**config.mk**
```make
export PLATFORM = sky130hd
export DESIGN_NAME = oscc_regs
export DESIGN_NICKNAME = d
export VERILOG_FILES = /design/src/core/oscc_pkg.sv /design/src/core/oscc_ctl_if.sv /design/src/core/oscc_settle.sv /design/src/core/oscc_regs.sv
export SDC_FILE = /design/constraint.sdc
export NUM_CORES = 1
export LEC_CHECK = 0
export BUFFER_PORTS_ARGS = -buffer_cell sky130_fd_sc_hd__buf_2
export CAP_MARGIN = 20
export CORE_UTILIZATION = 50
export DETAILED_ROUTE_END_ITERATION = 10
export PLACE_DENSITY = 0.83
export SYNTH_ARGS = -nofsm -noshare
export SYNTH_HDL_FRONTEND = slang
export SYNTH_SLANG_ARGS = --single-unit
```
**constraint.sdc**
```tcl
create_clock -name clock -period 1.5 [get_ports clock]
set_input_delay 0.15 -clock clock [delete_from_list [all_inputs] [get_ports clock]]
set_output_delay 0.15 -clock clock [all_outputs]
set_load 0.1 [all_outputs]
```
**src/core/oscc_pkg.sv**
```systemverilog
// oscc_pkg: register offsets, field layout, reset values and mode codes
// assumes: shared by the oscillator control top, its settle timer, the assertions and the bench
package oscc_pkg;
  localparam logic [7:0] OSCC_ADDR_EXT = 8'hb1; // external oscillator control
  localparam logic [7:0] OSCC_ADDR_INT = 8'hb2; // internal oscillator control
  localparam logic [7:0] OSCC_ADDR_TRIM = 8'hb3; // internal oscillator trim
  localparam logic [7:0] OSCC_EXT_RESET = 8'h00; // external control reset
  localparam logic [5:0] OSCC_INT_LOW_PATTERN = 6'h0f; // fixed low bits
  localparam logic [6:0] OSCC_TRIM_DEFAULT = 7'h40; // part-specific default
  localparam int OSCC_BIT_ON = 7; // internal enable / dither / stable bit
  localparam int OSCC_BIT_OK = 6; // frequency ready bit
  localparam int OSCC_BIT_RSV = 3; // reserved external bit
  localparam int OSCC_SEL_HI = 6; // mode field top
  localparam int OSCC_SEL_LO = 4; // mode field bottom
  localparam int OSCC_BIAS_HI = 2; // bias field top
  localparam int OSCC_TRIM_HI = 6; // trim field top
  // mode codes of the external circuit
  typedef enum logic [2:0] {
    OSCC_MODE_OFF0 = 3'h0,
    OSCC_MODE_OFF1 = 3'h1,
    OSCC_MODE_CMOS = 3'h2,
    OSCC_MODE_CMOS_DIV2 = 3'h3,
    OSCC_MODE_RC = 3'h4,
    OSCC_MODE_CAP = 3'h5,
    OSCC_MODE_XTAL = 3'h6,
    OSCC_MODE_XTAL_DIV2 = 3'h7
  } oscc_mode_type;
  // system clock source codes
  localparam logic [2:0] OSCC_SRC_INTERNAL = 3'h0;
  localparam logic [2:0] OSCC_SRC_EXTERNAL = 3'h1;
  // settle counts in clock cycles (125 MHz)
  localparam int OSCC_CLK_MHZ = 125;
  localparam int OSCC_INT_SETTLE_NS = 800; // internal lock settle time
  localparam int OSCC_INT_SETTLE_CYC = (OSCC_INT_SETTLE_NS * OSCC_CLK_MHZ
                                        + 999) / 1000;
  localparam int OSCC_CNT_W = 12; // settle counter width
endpackage : oscc_pkg

```
**src/core/oscc_ctl_if.sv**
```systemverilog
// oscc_ctl_if: settings and status between top and settle timer
// assumes: one clock domain
interface oscc_ctl_if;
  logic run; // oscillator requested
  logic restart; // setting changed, restart settle
  logic [11:0] settle; // settle count in cycles
  logic done; // settled
  modport ctl (output run, output restart, output settle, input done);
  modport tmr (input run, input restart, input settle, output done);
endinterface : oscc_ctl_if

```
**src/core/oscc_settle.sv**
```systemverilog
// oscc_settle: counts settle time after an oscillator start or change
// assumes: synchronous reset, one clock
module oscc_settle
  import oscc_pkg::*;
(
  input wire logic clock, // system clock
  input wire logic rst_n, // sync reset, active low
  oscc_ctl_if.tmr ctl // settings and status
);
  logic [OSCC_CNT_W-1:0] count; // cycles since start
  // count up while running, clear on stop or change
  always_ff @(posedge clock) begin
    if (!rst_n || !ctl.run || ctl.restart) begin
      count <= '0;
      ctl.done <= 1'b0;
    end else if (count >= ctl.settle) begin
      ctl.done <= 1'b1;
    end else begin
      count <= count + 1'b1;
    end
  end
endmodule : oscc_settle

```
**src/core/oscc_regs.sv**
```systemverilog
// oscc_regs: oscillator control and status special function registers
// assumes: sfr bus with address, write strobe and read data, one clock;
// external oscillator stable indication arrives synchronous to the clock
// Operation
// - internal oscillator runs while enable bit set
// - bit six reports internal frequency ready
// - low six bits read fixed 001111b
// - trim bit seven enables spread dithering
// - larger trim value lowers internal frequency
// - trim resets to default, dither off
// - external stable flag reads oscillator stable
// - cmos modes always read stable zero
// - mode field selects external circuit type
// - codes 011, 111 add divide-by-two stage
// - external bit three reads zero
// - three-bit bias selects eight current levels
// - source select picks internal or external
module oscc_regs
  import oscc_pkg::*;
#(
  parameter logic [6:0] TRIM_RESET = OSCC_TRIM_DEFAULT // part trim value
) (
  input wire logic clock, // system clock
  input wire logic rst_n, // sync reset, active low
  input wire logic [7:0] sfr_addr, // sfr address
  input wire logic sfr_wr, // write strobe
  input wire logic [7:0] sfr_wdata, // write data
  input wire logic sfr_rd, // read strobe
  input wire logic ext_osc_detect, // external oscillation seen stable
  input wire logic [2:0] sysclk_source_sel, // system clock source code
  output logic [7:0] sfr_rdata, // registered read data
  output logic internal_osc_on, // internal oscillator run
  output logic dither_enable, // spread spectrum on
  output logic [6:0] internal_trim, // trim, larger is slower
  output logic [2:0] ext_osc_select, // external circuit mode
  output logic ext_div2, // external clock halved
  output logic [2:0] ext_bias_level, // external bias current
  output logic sysclk_use_internal, // system clock from internal
  output logic sysclk_use_external // system clock from external
);
  logic internal_freq_ok; // internal at programmed frequency
  logic ext_osc_stable; // external valid flag
  logic next_ext_stable; // next value of external valid flag
  logic [7:0] next_rdata; // read mux
  logic int_restart; // trim or enable write
  oscc_ctl_if int_ctl (); // internal settle timer link

  // true for mode codes that drive the external clock through a halver
  function automatic logic oscc_is_div2(input logic [2:0] mode);
    oscc_is_div2 = (mode == OSCC_MODE_CMOS_DIV2) ||
                   (mode == OSCC_MODE_XTAL_DIV2);
  endfunction : oscc_is_div2

  // true for modes whose valid detector never reports stable
  function automatic logic oscc_no_detect(input logic [2:0] mode);
    oscc_no_detect = (mode == OSCC_MODE_OFF0) ||
                     (mode == OSCC_MODE_OFF1) ||
                     (mode == OSCC_MODE_CMOS) ||
                     (mode == OSCC_MODE_CMOS_DIV2);
  endfunction : oscc_no_detect

  // internal enable: written whole; low pattern is not stored
  always_ff @(posedge clock) begin
    if (!rst_n) begin
      internal_osc_on <= 1'b0;
    end else if (sfr_wr && sfr_addr == OSCC_ADDR_INT) begin
      internal_osc_on <= sfr_wdata[OSCC_BIT_ON];
    end
  end

  // trim and dither register
  always_ff @(posedge clock) begin
    if (!rst_n) begin
      dither_enable <= 1'b0;
      internal_trim <= TRIM_RESET;
    end else if (sfr_wr && sfr_addr == OSCC_ADDR_TRIM) begin
      dither_enable <= sfr_wdata[OSCC_BIT_ON];
      internal_trim <= sfr_wdata[OSCC_TRIM_HI:0];
    end
  end

  // external control: mode, halver and bias
  always_ff @(posedge clock) begin
    if (!rst_n) begin
      ext_osc_select <= OSCC_EXT_RESET[OSCC_SEL_HI:OSCC_SEL_LO];
      ext_div2 <= 1'b0;
      ext_bias_level <= OSCC_EXT_RESET[OSCC_BIAS_HI:0];
    end else if (sfr_wr && sfr_addr == OSCC_ADDR_EXT) begin
      ext_osc_select <= sfr_wdata[OSCC_SEL_HI:OSCC_SEL_LO];
      ext_div2 <= oscc_is_div2(sfr_wdata[OSCC_SEL_HI:OSCC_SEL_LO]);
      ext_bias_level <= sfr_wdata[OSCC_BIAS_HI:0];
    end
  end

  // internal oscillator settle: restart on any change of enable or trim
  assign int_restart = sfr_wr && (sfr_addr == OSCC_ADDR_TRIM ||
                                  sfr_addr == OSCC_ADDR_INT);
  assign int_ctl.run = internal_osc_on;
  assign int_ctl.restart = int_restart;
  assign int_ctl.settle = OSCC_CNT_W'(OSCC_INT_SETTLE_CYC);

  oscc_settle u_settle (
    .clock(clock),
    .rst_n(rst_n),
    .ctl(int_ctl)
  );

  // ready flag, held low while disabled
  assign internal_freq_ok = internal_osc_on && int_ctl.done;

  // external stable flag: zero while off or in cmos modes
  always_comb begin
    if (oscc_no_detect(ext_osc_select)) begin
      next_ext_stable = 1'b0;
    end else begin
      next_ext_stable = ext_osc_detect;
    end
  end

  always_ff @(posedge clock) begin
    if (!rst_n) begin
      ext_osc_stable <= 1'b0;
    end else if (sfr_wr && sfr_addr == OSCC_ADDR_EXT) begin
      ext_osc_stable <= 1'b0; // new mode restarts detection
    end else begin
      ext_osc_stable <= next_ext_stable;
    end
  end

  // read data mux; unmapped addresses read zero
  always_comb begin
    next_rdata = 8'h00;
    case (sfr_addr)
      OSCC_ADDR_INT: begin
        next_rdata = {internal_osc_on, internal_freq_ok,
                      OSCC_INT_LOW_PATTERN};
      end
      OSCC_ADDR_TRIM: begin
        next_rdata = {dither_enable, internal_trim};
      end
      OSCC_ADDR_EXT: begin
        next_rdata = {ext_osc_stable, ext_osc_select, 1'b0,
                      ext_bias_level};
      end
      default: begin
        next_rdata = 8'h00; // unmapped
      end
    endcase
  end

  // registered read data, loaded on read strobe
  always_ff @(posedge clock) begin
    if (!rst_n) begin
      sfr_rdata <= 8'h00;
    end else if (sfr_rd) begin
      sfr_rdata <= next_rdata;
    end
  end

  // system clock source decode
  always_ff @(posedge clock) begin
    if (!rst_n) begin
      sysclk_use_internal <= 1'b0;
      sysclk_use_external <= 1'b0;
    end else begin
      sysclk_use_internal <= sysclk_source_sel == OSCC_SRC_INTERNAL;
      sysclk_use_external <= sysclk_source_sel == OSCC_SRC_EXTERNAL;
    end
  end
endmodule : oscc_regs

```
; Yosys cells after proc, flatten, opt, wreduce, memory -nomap -nowiden
; Cells that the tools add are included.
[totals]
register_bits = 40
input_bits = 24
out_inout_bits = 26
elab_cells = 42
[classes]
n_addsub = 1
n_lt_le_gt_ge = 1
n_eq_ne = 9
muxes = 1
bitwise_logic = 1
n_reduce_logical = 17
[ops]
columns = operator, count
row1 = equality test 8 bit (second input constant), 3
row2 = case mux 8 bit (3 select lines), 1
row3 = adder 12 x 1 -> 12 bit (second input constant), 1
row4 = >= comparator 12 x 7 -> 1 bit (second input constant), 1
row5 = equality test 3 x 2 -> 1 bit (second input constant), 3
row6 = logical OR 1 bit, 7
row7 = equality test 3 x 1 -> 1 bit (second input constant), 2
row8 = logical NOT 3 bit, 2
row9 = logical AND 1 bit, 5
row10 = equality test 3 bit (second input constant), 1
row11 = OR reduction 3 bit, 1
row12 = logical NOT 1 bit, 2
row13 = inverter 1 bit, 1

; Logic depth before layout (Yosys ltp)
[logic_depth]
depth_word = 5
depth_mapped = 5
mapped_depth_nobuf = 4

; Hierarchy
; Synthesis repeated with hierarchy kept, for this count alone.
[unflattened]
hier_cells = 243
hier_area_um2 = 2122.0
[modules_own_cells]
columns = mod, n_inst, cells_each, area_each_um2, seq_area_each_um2
row1 = oscc_regs, 1, 130, 1224.9, 540.5
row2 = oscc_settle, 1, 113, 897.1, 260.2

; Worst setup path after synthesis
; OpenSTA, ideal clock, no wires.
[synth_path]
kind = flip-flop to flip-flop
from = register internal_osc_on
to = register sfr_rdata[6]
setup_ns = 0.101
arrival_time_ns = 1.597
t_required_ns = 1.399
slack_ns = -0.198
path_stages_with_launch = 4
path_buffers = 0
synth_period_minus_slack_ns = 1.698
path_cell_list = dfxtp_1 and4b_1 a21oi_1 o41ai_1
[synth_between]
elab_chain_len = 2
[synth_rtl]
columns = item, line_no
row1 = "start, declared", oscc_regs.sv:32  ; output logic internal_osc_on,
row2 = "start signal, assigned", oscc_regs.sv:67  ; internal_osc_on <= sfr_wdata[OSCC_BIT_ON];
row3 = logical AND 1 bit, oscc_regs.sv:109  ; assign internal_freq_ok = internal_osc_on && int_ctl.done;
row4 = case mux 8 bit (3 select lines), oscc_regs.sv:133  ; case (sfr_addr)
row5 = "end signal, assigned", oscc_regs.sv:156  ; sfr_rdata <= next_rdata;
row6 = "end, declared", oscc_regs.sv:31  ; output logic [7:0] sfr_rdata,
; No other way between the ends.
; A chain may end at the register's enable or synchronous reset.

; Worst setup path in the final report
[layout_path]
from = register ext_bias_level[2]
to = output port ext_bias_level[2]
[layout_lines]
columns = item, line_no
row1 = "start, declared", oscc_regs.sv:37  ; output logic [2:0] ext_bias_level,
row2 = "start signal, assigned", oscc_regs.sv:87  ; ext_bias_level <= OSCC_EXT_RESET[OSCC_BIAS_HI:0];
row3 = "start signal, assigned", oscc_regs.sv:91  ; ext_bias_level <= sfr_wdata[OSCC_BIAS_HI:0];
; No word-level cell between the ends.

==> impl_metrics.json <==
{
  "yosysWarnings": 0,
  "whs_path_depth": 3,
  "areaGrowthSynthToFinish_pct": 26.09,
  "synthSimpleGateAreaFrac": 0.2894,
  "wl_per_cell_um": 13.18,
  "yosysSeqAreaShare": 0.4798,
  "p_per_area_nw_per_um2": 927.6,
  "yosys.area.top_type": "dfxtp_1",
  "antenna_left": 0,
  "dp_slack_ns": 0.1340,
  "fin_skew_ns": 0.008444,
  "setup_ws_ns": 0.1270,
  "stdcell_area_um2": 2105,
  "cts-htree-levels": 2,
  "end_kind": "output port",
  "synthMuxAreaShare": 0.03748,
  "crit_type": "register to output port",
  "reg2reg_to": "u_settle.count[5]$_SDFFE_PP0N_",
  "regArea_um2": 805.8,
  "gr-usage-met3": 0.05195,
  "holdWs_ns": 0.02154,
  "final_nets": 263,
  "vdd_drop_max_mv": 0.7699,
  "max_cap_violations": 0,
  "synth_fa_ha_area_frac": 0.01499,
  "synth_compound_gate_area_share": 0.1282,
  "grt_setup_unrepaired": "false",
  "ys_top_cells_by_area": "dfxtp_1, nand3_1, nand2_1",
  "drt_iter0_drc": 68,
  "syn-num-nets": 209,
  "groute.usage.overall": 0.2273,
  "antenna_found_initial": 0,
  "grt_max_degree": 28,
  "dieArea_um2": 3573,
  "num_vias": 1523,
  "globalplace.congestion": 0.8408,
  "postSynthCellCount": 183,
  "insertion_delay_ns": 0.35,
  "synth-xor-area-share": 0.01574,
  "numCtsBuffers": 5,
  "power.leakage_uw": 0.0009183,
  "pin_count": 50,
  "slew_violations": 0,
  "dp_hpwl_um": 2595,
  "crit_arrival_ns": 1.22,
  "synth_area_um2": 1669,
  "finalSetupTns_ns": 0,
  "hold_viol": 0,
  "grtUsageMet1": 0.3099,
  "worst_pin_slew_ns": 0.4978,
  "first_pass_iters": 4,
  "core-area_um2": 3103,
  "drt_drc_violations_left": 0,
  "rows": 20,
  "rrSetupSlack_ns": 0.15,
  "grt_pass1_wl_um": 5954,
  "max_freq_mhz": 728.3,
  "portBuffers": 49,
  "ys_async_sr_fraction": 0,
  "wirelength_um": 3717,
  "dpl.cell_count": 270,
  "avgSynthCellArea_um2": 9.121,
  "hold_path_end": "internal_trim[3]$_SDFFE_PN0P_",
  "cp_num_buf_inv": 1,
  "fp.dieW_um": 59.78,
  "start_util": 0.5379,
  "setup-violations-final": 0,
  "overflow": 0,
  "fp.dieH_um": 59.78,
  "vias_per_cell": 5.401,
  "cp_cell_sequence": "buf_2",
  "startpoint": "ext_bias_level[2]$_SDFFE_PN0P_",
  "maxSlewHeadroom": 0.6704,
  "r2r-start": "u_settle.count[11]$_SDFFE_PP0N_",
  "cp.required_ns": 1.35,
  "hold_path.class": "input pin to register",
  "period_needed_ns": 1.373,
  "yosysTopAreaCellShare": 0.4798,
  "fillers": 259,
  "critPathMaxStageDelay_ns": 0.45,
  "finalCritPeriodShare": 0.9153,
  "worstRegToRegCells": 4,
  "clk_pin_slew_ns": 0.12,
  "drive_above_1_share": 0.3277,
  "multi_input_area_um2": 824.5,
  "gr-usage-met2": 0.3381,
  "synthFlopType": "dfxtp_1",
  "cts_sinks": 40,
  "synth_top_family_by_area": "simple AND/OR/NAND/NOR gates",
  "synth-seq-cells": 40,
  "cts_buffer_depth": 2,
  "grt_pass1_vias": 1295,
  "outcome": "completed",
  "startpoint_type": "register",
  "synth_edf_count": 0,
  "diodes": 0,
  "grt.busiest_layer": "met2",
  "crit_family": "buffers and inverters",
  "cts_tree": "built",
  "place_area_um2": 1958,
  "synthDistinctLibCells": 43,
  "holdCritStartpoint": "sfr_wdata[3]",
  "clock-root-buffer": "clkbuf_4",
  "worst_path_max_delay_cell": "buf_2",
  "layoutNonFillerInstCount": 282,
  "worstPathMaxFanout": 3
}
==> repair_timing <==
| action | CTS | global route |
|---|---|---|
| buffers inserted | 0 | 0 |
| setup endpoints to repair | 0 | 3 |
| resized for setup | 0 | 3 |
| hold buffers | 4 | 0 |
| hold endpoints to repair | 2 | 0 |
==> through the flow <==
stage,util,power [uW]
finish,0.6782,1952
global route,0.6782,2018
global placement,0.6310,1207
CTS,0.6730,1954
detailed placement,0.6310,1208
floorplan,-,1161
==> worst reg2reg max path: cells and delay by family, from the launching register on <==
family	cells	cell delay, ns
and+or+nand+nor	3	0.81
DFF	1	0.36
AOI/OAI and AO/OA	1	0.13
==> placed cells by master, fill, tap and decap left out, drive strengths merged, types with 3 or more instances in the layout <==
cell type,instances
a21oi,6
and2,8
buf,52
clkbuf,6
dfxtp,40
dlygate4sd3,3
inv,5
mux2i,4
nand2,14
nand3,21
nand3b,5
nand4,5
nor2,14
nor2b,3
nor3,3
o21a,3
o21ai,16
o41ai,4
==> power by group <==
part / internal, uW / switching [uW] / total, uW
registers: 1060 / 0.865 / 1060
logic: 49.9 / 80.3 / 130
clock network: 399 / 358 / 757
total: 1510 / 439 / 1950
==> cell families after synthesis <==
logic type	Yosys count
AND/OR/NAND/NOR	83
flip-flops	40
adder cells (fa/ha/maj)	2
AO/OA/AOI/OAI	35
XOR/XNOR	3
multiplexers	6
buffers and inverters	14
==> layout make-up <==
type	instances	share of cell area
clock inverters	2	0.01843
inverters	5	0.008918
flip-flops and latches	40	0.3829
repair buffers	56	0.1474
well taps	44	0.02616
multi-input cells	129	0.3918
clock buffers	6	0.02438
==> routing by layer <==
metal / routed length, um / vias to the layer above / share of wire
met5: 0 / - / 0
met2: 1668 / 51 / 0.45
met1: 1734 / 702 / 0.47
met4: 61 / 0 / 0.016
met3: 253 / 7 / 0.068
li1: - / 763 / -
==> synth_stat cells, types with 3 or more instances <==
| cell | number |
|---|---|
| dfxtp_1 | 40 |
| nand3_1 | 21 |
| nand2_1 | 13 |
| nor2_1 | 12 |
| o21ai_0 | 9 |
| and2_1 | 7 |
| o21ai_1 | 7 |
| a21oi_1 | 5 |
| inv_1 | 5 |
| nand3b_1 | 5 |
| buf_2 | 4 |
| clkbuf_1 | 4 |
| mux2i_1 | 4 |
| o41ai_1 | 4 |
| nand4_2 | 3 |
| nor2b_1 | 3 |
| o21a_1 | 3 |
==> sequential cells by signal, summed over array words and instances (netlist names), 3 cells and up <==
| register | flops |
|---|---|
| ext_osc_select | 3 |
| ext_bias_level | 3 |
| sfr_rdata | 8 |
| internal_trim | 7 |
| u_settle.count | 12 |
==> worst max-delay path by stage <==
stage	end	slack, ns	cells after the start
after floorplan	sfr_rdata[3]$_SDFFE_PN0P_	0.03	4
final	ext_bias_level[2]	0.13	1
after global placement	ext_osc_stable$_SDFF_PP0_	0.19	4
after CTS	u_settle.count[5]$_SDFFE_PP0N_	0.13	4
after global routing	u_settle.count[5]$_SDFFE_PP0N_	0.03	4
after detailed placement	ext_osc_stable$_SDFF_PP0_	0.13	4
(Power assumes the default switching activity.)
